**config.mk**
```make
export PLATFORM = sky130hd
export DESIGN_NAME = iex_target
export DESIGN_NICKNAME = d
export VERILOG_FILES = /design/src/design/iex_pkg.sv /design/src/design/iex_target.sv /design/src/design/iex_sync.sv /design/src/design/iex_cond.sv
export SDC_FILE = /design/constraint.sdc
export NUM_CORES = 1
export LEC_CHECK = 0
export BUFFER_PORTS_ARGS = -buffer_cell sky130_fd_sc_hd__clkbuf_2
export CORE_MARGIN = 5
export CORE_UTILIZATION = 45
export DETAILED_ROUTE_END_ITERATION = 10
export HOLD_SLACK_MARGIN = 0.06
export SKIP_LAST_GASP = 1
export SLEW_MARGIN = 0
export SYNTH_ARGS = -nofsm -noshare
export SYNTH_HDL_FRONTEND = slang
export SYNTH_SLANG_ARGS = --single-unit
```
**constraint.sdc**
```tcl
create_clock -name ref_clk -period 2.7 [get_ports ref_clk]
set_input_delay 0.27 -clock ref_clk [delete_from_list [all_inputs] [get_ports ref_clk]]
set_output_delay 0.27 -clock ref_clk [all_outputs]
set_load 0.02 [all_outputs]
```
**src/design/iex_pkg.sv**
```systemverilog
// Package for the two-wire target front end: address, reset and identity constants.
// Assumes a 100 MHz system clock and bus lines sampled from outside its domain.
package iex_pkg;
  // ==========================================================================
  // Addresses
  localparam logic [4:0] IEX_ADDR_HIGH = 5'h08;
  localparam logic [6:0] IEX_GCALL_ADDR = 7'h00;
  localparam logic [6:0] IEX_ID_ADDR = 7'h7c;
  localparam logic [7:0] IEX_SWRST_BYTE = 8'h06;
  // ==========================================================================
  // Strap codes
  localparam logic [1:0] IEX_STRAP_SCL = 2'h0;
  localparam logic [1:0] IEX_STRAP_SDA = 2'h1;
  localparam logic [1:0] IEX_STRAP_GND = 2'h2;
  localparam logic [1:0] IEX_STRAP_VDD = 2'h3;
  // ==========================================================================
  // Identity fields and sizes
  localparam int IEX_MFR_W = 12;
  localparam int IEX_PART_W = 9;
  localparam int IEX_REV_W = 3;
  localparam int IEX_ID_BYTES = 3;
  localparam logic [2:0] IEX_BIT_LAST = 3'h7;
  localparam logic [1:0] IEX_ID_LAST = 2'h2;
  // ==========================================================================
  // Bus free time before re-addressing after a software reset
  localparam int IEX_CLK_MHZ = 100;
  localparam int IEX_TBUF_NS = 500;
  localparam int IEX_TBUF_CYC = (IEX_TBUF_NS * IEX_CLK_MHZ + 999) / 1000;
  // ==========================================================================
  // Engine states
  typedef enum logic [6:0] {
    IEX_IDLE = 7'h01,
    IEX_RX = 7'h02,
    IEX_ACK = 7'h04,
    IEX_TX = 7'h08,
    IEX_MACK = 7'h10,
    IEX_IGNORE = 7'h20,
    IEX_HOLD = 7'h40
  } iex_state_t;
  // Meaning of the byte being received
  typedef enum logic [5:0] {
    IEX_K_ADDR = 6'h01,
    IEX_K_GC = 6'h02,
    IEX_K_GCX = 6'h04,
    IEX_K_IDSEL = 6'h08,
    IEX_K_DATA = 6'h10,
    IEX_K_NONE = 6'h20
  } iex_kind_t;
endpackage

```
**src/design/iex_target.sv**
```systemverilog
// Two-wire bus target: strap address, general call software reset, identity read.
// Assumes open-drain lines resolved outside; strap level steady from reset.
// Summary of operation
// - Address is 01000 plus two strap bits: SCL 00, SDA 01, GND 10, VDD 11.
// - Lowest bit of first byte after START: one reads, zero writes.
// - Acknowledge general call with write bit; never with read bit.
// - After general call, acknowledge the next byte only when it equals 06h.
// - Any general call data byte after the first gets no acknowledge.
// - STOP after acknowledged 06h pulses soft_rst and recaptures the strap; addressing resumes after bus free time.
// - Repeated START after the reset byte cancels the software reset.
// - Hardwired 24-bit identity: 12 maker, 9 part, 3 revision bits.
// - Identity read opens with START and reserved address F8h.
// - Next byte is a slave address, lowest bit ignored; only the match acknowledges.
// - Repeated START then F9h; the selected device returns identity bytes.
// - STOP, or restart toward another slave, abandons a pending identity read.
// - Identity bytes go most significant first: maker, part, revision.
// - Master not-acknowledge on final byte ends the read and releases the bus.
// - Acknowledged third byte wraps back to the first identity byte.
// - A not-acknowledge at any point stops identity transmission.
module iex_target #(
  parameter logic [iex_pkg::IEX_MFR_W-1:0] MFR_ID = 12'h5a5, // Arbitrary value
  parameter logic [iex_pkg::IEX_PART_W-1:0] PART_ID = 9'h0c3, // Arbitrary value
  parameter logic [iex_pkg::IEX_REV_W-1:0] REV_ID = 3'h1, // Arbitrary value
  parameter int TBUF_CYC = iex_pkg::IEX_TBUF_CYC
) (
  // Clock and reset
  input wire logic ref_clk,
  input wire logic nrst,
  // Bus pins
  input wire logic scl_in,
  input wire logic sda_in,
  output logic sda_out,
  output logic sda_oe_n,
  // Address strap levels
  input wire logic strap_bit_high,
  input wire logic strap_bit_low,
  // Register access toward port logic
  output logic acc_start,
  output logic acc_read,
  output logic acc_wr_stb,
  output logic [7:0] acc_wr_data,
  output logic acc_stop,
  // Software reset toward the register file
  output logic soft_rst
);
  import iex_pkg::*;

  typedef struct packed {
    iex_state_t st;
    iex_kind_t kind;
    logic [7:0] sh;
    logic [2:0] bcnt;
    logic ack_now;
    logic rd;
    logic id_armed;
    logic rst_armed;
    logic [1:0] id_idx;
    logic [1:0] strap;
    logic strap_ok;
    logic [1:0] strap_wait;
    logic sda_oe_n;
    logic acc_start;
    logic acc_read;
    logic acc_wr_stb;
    logic [7:0] acc_wr_data;
    logic acc_stop;
    logic soft_rst;
    logic [15:0] hold_cnt;
  } iex_top_t;

  iex_top_t r_q, r_d;
  logic scl_s, sda_s, hb_s, lb_s;
  logic scl_rise, scl_fall, start_ev, stop_ev;
  logic [6:0] my_addr;
  logic [7:0] rx_byte;
  logic [IEX_ID_BYTES*8-1:0] id_word;

  // ==========================================================================
  // Line synchronisers
  iex_sync u_sync_scl (.ref_clk(ref_clk), .nrst(nrst), .din(scl_in), .dout(scl_s));
  iex_sync u_sync_sda (.ref_clk(ref_clk), .nrst(nrst), .din(sda_in), .dout(sda_s));
  iex_sync u_sync_hb (.ref_clk(ref_clk), .nrst(nrst), .din(strap_bit_high), .dout(hb_s));
  iex_sync u_sync_lb (.ref_clk(ref_clk), .nrst(nrst), .din(strap_bit_low), .dout(lb_s));

  iex_cond u_cond (
    .ref_clk(ref_clk),
    .nrst(nrst),
    .scl_s(scl_s),
    .sda_s(sda_s),
    .scl_rise(scl_rise),
    .scl_fall(scl_fall),
    .start_ev(start_ev),
    .stop_ev(stop_ev)
  );

  // ==========================================================================
  // Address and identity word
  // strap address
  assign my_addr = {IEX_ADDR_HIGH, r_q.strap};
  assign id_word = {MFR_ID, PART_ID, REV_ID};
  assign rx_byte = {r_q.sh[6:0], sda_s};

  // ==========================================================================
  // Engine
  always_comb begin
    r_d = r_q;
    r_d.acc_start = 1'b0;
    r_d.acc_wr_stb = 1'b0;
    r_d.acc_stop = 1'b0;
    r_d.soft_rst = 1'b0;
    // Strap caught once its synchronisers hold the pin level
    r_d.strap_wait = {r_q.strap_wait[0], 1'b1};
    if (!r_q.strap_ok && r_q.strap_wait[1]) begin
      r_d.strap_ok = 1'b1;
      r_d.strap = {hb_s, lb_s};
    end
    if (r_q.st == IEX_HOLD) begin
      if (r_q.hold_cnt == 16'(TBUF_CYC)) begin
        r_d.st = IEX_IDLE;
        r_d.hold_cnt = '0;
      end else begin
        r_d.hold_cnt = r_q.hold_cnt + 16'h0001;
      end
    end else if (stop_ev) begin
      r_d.sda_oe_n = 1'b1;
      r_d.id_armed = 1'b0;
      if (r_q.kind == IEX_K_DATA) begin
        r_d.acc_stop = 1'b1;
      end
      if (r_q.rst_armed) begin
        r_d.soft_rst = 1'b1;
        r_d.rst_armed = 1'b0;
        r_d.st = IEX_HOLD;
        r_d.kind = IEX_K_NONE;
        r_d.strap_ok = 1'b0;
        r_d.hold_cnt = '0;
      end else begin
        r_d.st = IEX_IDLE;
        r_d.kind = IEX_K_NONE;
      end
    end else if (start_ev) begin
      r_d.sda_oe_n = 1'b1;
      r_d.rst_armed = 1'b0;
      if (r_q.kind == IEX_K_DATA) begin
        r_d.acc_stop = 1'b1;
      end
      r_d.st = IEX_RX;
      r_d.kind = IEX_K_ADDR;
      r_d.bcnt = '0;
    end else begin
      case (r_q.st)
        IEX_RX: begin
          if (scl_rise) begin
            r_d.sh = rx_byte;
            r_d.bcnt = r_q.bcnt + 3'h1;
            if (r_q.bcnt == IEX_BIT_LAST) begin
              r_d.st = IEX_ACK;
              r_d.ack_now = 1'b0;
              case (r_q.kind)
                IEX_K_ADDR: begin
                  r_d.rd = rx_byte[0];
                  if (rx_byte[7:1] == my_addr) begin
                    r_d.ack_now = 1'b1;
                    r_d.id_armed = 1'b0;
                    r_d.acc_start = 1'b1;
                    r_d.acc_read = rx_byte[0];
                    r_d.kind = IEX_K_DATA;
                  end else if (rx_byte[7:1] == IEX_GCALL_ADDR) begin
                    r_d.ack_now = ~rx_byte[0];
                    r_d.id_armed = 1'b0;
                    r_d.kind = rx_byte[0] ? IEX_K_NONE : IEX_K_GC;
                  end else if (rx_byte[7:1] == IEX_ID_ADDR) begin
                    if (!rx_byte[0]) begin
                      r_d.kind = IEX_K_IDSEL;
                      r_d.id_armed = 1'b0;
                    end else begin
                      r_d.ack_now = r_q.id_armed;
                      r_d.kind = r_q.id_armed ? IEX_K_DATA : IEX_K_NONE;
                      r_d.id_idx = '0;
                    end
                  end else begin
                    r_d.id_armed = 1'b0;
                    r_d.kind = IEX_K_NONE;
                  end
                end
                IEX_K_IDSEL: begin
                  r_d.ack_now = (rx_byte[7:1] == my_addr);
                  r_d.id_armed = (rx_byte[7:1] == my_addr);
                  r_d.kind = IEX_K_NONE;
                end
                IEX_K_GC: begin
                  r_d.ack_now = (rx_byte == IEX_SWRST_BYTE);
                  r_d.rst_armed = (rx_byte == IEX_SWRST_BYTE);
                  r_d.kind = IEX_K_GCX;
                end
                IEX_K_GCX: begin
                  r_d.rst_armed = 1'b0;
                end
                IEX_K_DATA: begin
                  r_d.ack_now = 1'b1;
                  r_d.acc_wr_stb = 1'b1;
                  r_d.acc_wr_data = rx_byte;
                end
                default: begin
                  r_d.ack_now = 1'b0;
                end
              endcase
            end
          end
        end
        IEX_ACK: begin
          if (scl_fall) begin
            if (r_q.bcnt == 3'h0) begin
              // Acknowledge slot opens
              r_d.sda_oe_n = ~r_q.ack_now;
              r_d.bcnt = 3'h1;
            end else begin
              // End of acknowledge slot
              r_d.sda_oe_n = 1'b1;
              r_d.bcnt = '0;
              if (r_q.ack_now && r_q.rd && r_q.kind == IEX_K_DATA) begin
                r_d.st = IEX_TX;
                r_d.sda_oe_n = id_word[IEX_ID_BYTES*8-1];
                r_d.bcnt = 3'h1;
              end else if (r_q.ack_now || r_q.kind == IEX_K_GCX
                  || r_q.kind == IEX_K_IDSEL) begin
                r_d.st = IEX_RX;
              end else begin
                // No acknowledge: stay off the bus
                r_d.st = IEX_IGNORE;
              end
            end
          end
        end
        IEX_TX: begin
          if (scl_fall) begin
            if (r_q.bcnt == 3'h0) begin
              r_d.st = IEX_MACK;
              r_d.sda_oe_n = 1'b1;
            end else begin
              r_d.sda_oe_n = id_word[(IEX_ID_BYTES - 1 - 32'(r_q.id_idx)) * 8
                + 32'(IEX_BIT_LAST - r_q.bcnt)];
              r_d.bcnt = r_q.bcnt + 3'h1;
            end
          end
        end
        IEX_MACK: begin
          if (scl_rise) begin
            if (sda_s) begin
              r_d.st = IEX_IGNORE;
              r_d.kind = IEX_K_NONE;
            end else begin
              r_d.id_idx = (r_q.id_idx == IEX_ID_LAST) ? 2'h0 : r_q.id_idx + 2'h1;
              r_d.st = IEX_ACK;
              r_d.ack_now = 1'b0;
              r_d.sda_oe_n = 1'b1;
            end
          end
        end
        IEX_IGNORE, IEX_IDLE: begin
          r_d.sda_oe_n = 1'b1;
        end
        default: begin
          r_d.st = IEX_IDLE;
        end
      endcase
    end
    // Transmit start of next identity byte
    if (r_q.st == IEX_ACK && r_q.rd && r_q.kind == IEX_K_DATA && r_q.sda_oe_n
        && !r_q.ack_now && scl_fall && !start_ev && !stop_ev) begin
      r_d.st = IEX_TX;
      r_d.sda_oe_n = id_word[(IEX_ID_BYTES - 1 - 32'(r_d.id_idx)) * 8 + 7];
      r_d.bcnt = 3'h1;
    end
  end

  always_ff @(posedge ref_clk or negedge nrst) begin
    if (!nrst) begin
      r_q <= '{st: IEX_IDLE, kind: IEX_K_NONE, sda_oe_n: 1'b1, default: '0};
    end else begin
      r_q <= r_d;
    end
  end

  // ==========================================================================
  // Outputs
  assign sda_out = 1'b0;
  assign sda_oe_n = r_q.sda_oe_n;
  assign acc_start = r_q.acc_start;
  assign acc_read = r_q.acc_read;
  assign acc_wr_stb = r_q.acc_wr_stb;
  assign acc_wr_data = r_q.acc_wr_data;
  assign acc_stop = r_q.acc_stop;
  assign soft_rst = r_q.soft_rst;
endmodule

```
**src/design/iex_sync.sv**
```systemverilog
// Two flip-flop synchroniser for one bus line.
// Assumes an asynchronous level arriving from outside the ref_clk domain.
module iex_sync (
  // Clock and reset
  input wire logic ref_clk,
  input wire logic nrst,
  // Line
  input wire logic din,
  output logic dout
);
  typedef struct packed {
    logic first;
    logic second;
  } iex_sync_t;
  iex_sync_t s_q, s_d;
  // ==========================================================================
  // Idle-high sampling chain
  always_comb begin
    s_d.first = din;
    s_d.second = s_q.first;
  end
  always_ff @(posedge ref_clk or negedge nrst) begin
    if (!nrst) begin
      s_q <= '1;
    end else begin
      s_q <= s_d;
    end
  end
  assign dout = s_q.second;
endmodule

```
**src/design/iex_cond.sv**
```systemverilog
// Bus condition detector: clock edges, START and STOP on synchronised lines.
// Assumes both inputs already pass a synchroniser on ref_clk.
module iex_cond (
  // Clock and reset
  input wire logic ref_clk,
  input wire logic nrst,
  // Synchronised lines
  input wire logic scl_s,
  input wire logic sda_s,
  // Events
  output logic scl_rise,
  output logic scl_fall,
  output logic start_ev,
  output logic stop_ev
);
  typedef struct packed {
    logic scl;
    logic sda;
  } iex_cond_t;
  iex_cond_t c_q, c_d;
  // ==========================================================================
  // Previous line levels
  always_comb begin
    c_d.scl = scl_s;
    c_d.sda = sda_s;
  end
  always_ff @(posedge ref_clk or negedge nrst) begin
    if (!nrst) begin
      c_q <= '1;
    end else begin
      c_q <= c_d;
    end
  end
  assign scl_rise = scl_s & ~c_q.scl;
  assign scl_fall = ~scl_s & c_q.scl;
  assign start_ev = scl_s & c_q.scl & c_q.sda & ~sda_s;
  assign stop_ev = scl_s & c_q.scl & ~c_q.sda & sda_s;
endmodule

```
==> impl_metrics.tcl <==
set metrics [dict create \
    num-nets-final 446 \
    wire_length_reported_by_the_detailed_router_um 9070 \
    synthTopCellsByCount "61 x sky130_fd_sc_hd__dfrtp_1, 36 x sky130_fd_sc_hd__nor2_1, 30 x sky130_fd_sc_hd__o21ai_0" \
    power-per-cell-area_nw_per_um2 541 \
    ctsHtreeMaxLevel 3 \
    boundaryPins 21 \
    grt_start_max_net_pins 75 \
    tritoncts_clock_tree "built" \
    first_global_vias 3121 \
    postRouteAntennaNets 0 \
    max_freq_mhz 395 \
    die_height_um 105 \
    finish.utilization_pct 51.5 \
    post_cts_resize_count 0 \
    p_leak_nw 1.99 \
    crit_arrival_ps 2780 \
    postLayoutCellArea_um2 4540 \
    cts_made_buffers 9 \
    final.hold.worst_slack_ps 50.8 \
    grt_overflow 0 \
    fp.coreArea_um2 8810 \
    num_vias 3219 \
    routabilityCongestion 0.898 \
    setup-violations-final 0 \
    detailed_place_hpwl_um 6330 \
    start_kind "flop" \
    count_of_flip_flops_with_a_built_in_enable_after_synthesis 0 \
    netlist_area_um2 4090 \
    outcome "finished clean" \
    synthDominantCellAreaShare_pct 37.3 \
    layout_setup_ws_ps 166 \
    worstMarginPinSlew_ps 933 \
    slew_headroom_pct 37.8 \
    clk_pin_slew_ps 80 \
    pins_over_slew_limit 0 \
    path_delay_family "compound AO/OA/AOI/OAI gates" \
    floorplan.rows 34 \
    post_dp_cell_area_um2 4250 \
    final_period_minus_worst_setup_slack_ps 2530 \
    sequential_cell_area_um2 1870 \
    post_route_cells_drive_above_1_share_pct 24.0 \
    path_buf_inv 0 \
    floorplan.initialDensity_pct 46.4 \
    drt_pass1_iterations 5 \
    finalSetupTns_ps 0 \
    fin_skew_ps 11.4 \
    synth_cell_type_count 68 \
    critical_path_peak_fanout 8 \
    clock_tree.buffer_depth 2 \
    dr.first_iter.drc_count 221 \
    critical-path-max-stage-delay_ps 680 \
    synthCells 409 \
    timing.reg2reg.setup_slack_ps 170 \
    ys.warnings.count 0 \
    ir_worst_vdd_v 0.000346 \
    critPathRequiredTime_ps 2940 \
    synth.yosys.seq_area_share_pct 45.7 \
    post_drt_via_cell_ratio 5.90 \
    worstPathCellList "or4_1 -> o32ai_2 -> o21bai_2 -> o2111a_2 -> mux2_2" \
    detail_route.drc_violations 0 \
    post_drt_wl_per_cell_um 16.6 \
    grt_setup_unrepaired "false" \
    antenna_violations_before_repair 0 \
    floorplan.die_area_um2 11100 \
    synth.most_common_cell "sky130_fd_sc_hd__dfrtp_1" \
    diode_insertion_count_for_antenna_repair 0 \
    grt_pass1_wl_um 15800 \
    ys_dominant_reg_cell "sky130_fd_sc_hd__dfrtp_1" \
    finalHoldViolations 0 \
    port_buffers 19 \
    ctsRootBufferMaster "sky130_fd_sc_hd__clkbuf_8" \
    floorplan.die.width_um 105 \
    crit_path_end_kind "flop" \
    num-fill-cells 802 \
    globalRouteTotalUtil_pct 17.4 \
    top_post_synthesis_cells_by_area "sky130_fd_sc_hd__dfrtp_1 37%, sky130_fd_sc_hd__dfstp_2 8.4%, sky130_fd_sc_hd__mux2_2 6.9%" \
    cts_num_sinks 74 \
    syn_nets 422 \
    min_path_type "primary input to async pin" \
    synth.avg_cell_area_um2 10.0 \
    min_period_over_period_pct 93.8 \
    max_cap_violations 0 \
    area_growth_pct 11.0 \
    multi_input_area_um2 2020 \
    post-synth-top-area-cell "sky130_fd_sc_hd__dfrtp_1" \
    flops_latches_synth 74 \
    crit_path_kind "flop to flop" \
    preCtsSetupSlack_ps 194 \
    timing.critical_path.slowest_stage_cell "sky130_fd_sc_hd__or4_1" \
    synthArstFlopShare_pct 100 \
    clock_insertion_delay_worst_skew_ps 350 \
]
==> through the flow <==
step	power [mW]	std cells
after CTS	2.48	546
final	2.46	546
after detailed placement	1.40	526
after floorplan	1.33	409
after global routing	2.55	546
after global placement	1.39	526
==> report_power, final <==
group	internal (mW)	switching (mW)	leakage [nW]
registers	1.15	0.0361	0.973
clock network	0.624	0.453	0.121
logic	0.0805	0.116	0.901
total	1.85	0.605	1.99
==> cells in the final DEF, fill, tap and decap left out, types with 6 or more instances in the layout <==
| cell | instances |
|---|---|
| sky130_fd_sc_hd__ha_1 | 7 |
| sky130_fd_sc_hd__buf_4 | 12 |
| sky130_fd_sc_hd__dfrtp_1 | 61 |
| sky130_fd_sc_hd__o31ai_1 | 8 |
| sky130_fd_sc_hd__and3_1 | 10 |
| sky130_fd_sc_hd__nor2b_1 | 9 |
| sky130_fd_sc_hd__clkbuf_8 | 9 |
| sky130_fd_sc_hd__xnor2_1 | 6 |
| sky130_fd_sc_hd__clkbuf_2 | 18 |
| sky130_fd_sc_hd__nand2_1 | 29 |
| sky130_fd_sc_hd__a21oi_1 | 11 |
| sky130_fd_sc_hd__nand4_1 | 9 |
| sky130_fd_sc_hd__o21ai_0 | 30 |
| sky130_fd_sc_hd__dfstp_2 | 13 |
| sky130_fd_sc_hd__mux2_2 | 25 |
| sky130_fd_sc_hd__nor2_1 | 36 |
| sky130_fd_sc_hd__nand3_1 | 25 |
| sky130_fd_sc_hd__a31oi_1 | 6 |
| sky130_fd_sc_hd__nor3_1 | 9 |
| sky130_fd_sc_hd__inv_1 | 12 |
==> layer usage <==
layer | wire length [µm] | share of wire [%] | global-route usage (%)
met3 | 467 | 5.1 | 3.12
met4 | 131 | 1.4 | 6.37
met5 | 0 | 0 | 0
met2 | 4010 | 44 | 25.2
met1 | 4460 | 49 | 25.9
==> cells by family after synthesis <==
| group | after synthesis | synth area share [%] |
|---|---|---|
| adders and majority gates | 7 | 2.14 |
| muxes | 30 | 8.11 |
| xor gates and xnor gates | 11 | 2.36 |
| DFF | 74 | 45.7 |
| buffers and inverters | 33 | 4.83 |
| other | 2 | 0.184 |
| and+or+nand+nor | 167 | 22.3 |
| AOI/OAI and AO/OA | 85 | 14.4 |
==> flip-flops by register name (all words and copies together), names as in the netlist <==
register	cells
u_sync_lb.dout	1
u_sync_scl.dout	1
acc_wr_data	8
my_addr	2
acc_read	1
r_q	47
u_sync_lb.s_d	1
u_sync_scl.s_d	1
u_cond.c_q	2
u_sync_sda.dout	1
sda_oe_n	1
r_d	1
acc_stop	1
acc_start	1
u_sync_sda.s_d	1
soft_rst	1
acc_wr_stb	1
u_sync_hb.dout	1
u_sync_hb.s_d	1
==> final timing paths <==
path                            cells past startpoint              from              to
worst max register to register                      5           r_q[61]         r_q[63]
worst min register to register                      0  u_sync_hb.s_d[0]  u_sync_hb.dout
min in group ref_clk                                0  u_sync_hb.s_d[0]  u_sync_hb.dout
worst min-delay path                                1              nrst         r_q[55]
worst max-delay path                                5           r_q[61]         r_q[63]
max in group asynchronous                           1              nrst          r_q[4]
==> worst register-to-register path, cell delays in order (launching register included) <==
cell	delay (ps)
sky130_fd_sc_hd__dfrtp_1	470
sky130_fd_sc_hd__or4_1	680
sky130_fd_sc_hd__o32ai_2	390
sky130_fd_sc_hd__o21bai_2	220
sky130_fd_sc_hd__o2111a_2	320
sky130_fd_sc_hd__mux2_2	340
==> cell type report <==
| type | instances | area share (%) |
|---|---|---|
| clock inverters | 7 | 2.73 |
| clock buffers | 9 | 2.73 |
| well taps | 108 | 2.98 |
| repair buffers | 34 | 4.85 |
| inverters | 12 | 0.992 |
| multi-input cells | 302 | 44.6 |
| flip-flops and latches | 74 | 41.2 |
==> repair_timing <==
item / 4_1_cts / 5_1_grt
endpoints found under the hold margin: 4 / 0
buffers inserted: 0 / 0
hold buffers: 4 / 0
Power figures use the tool's default switching activity.
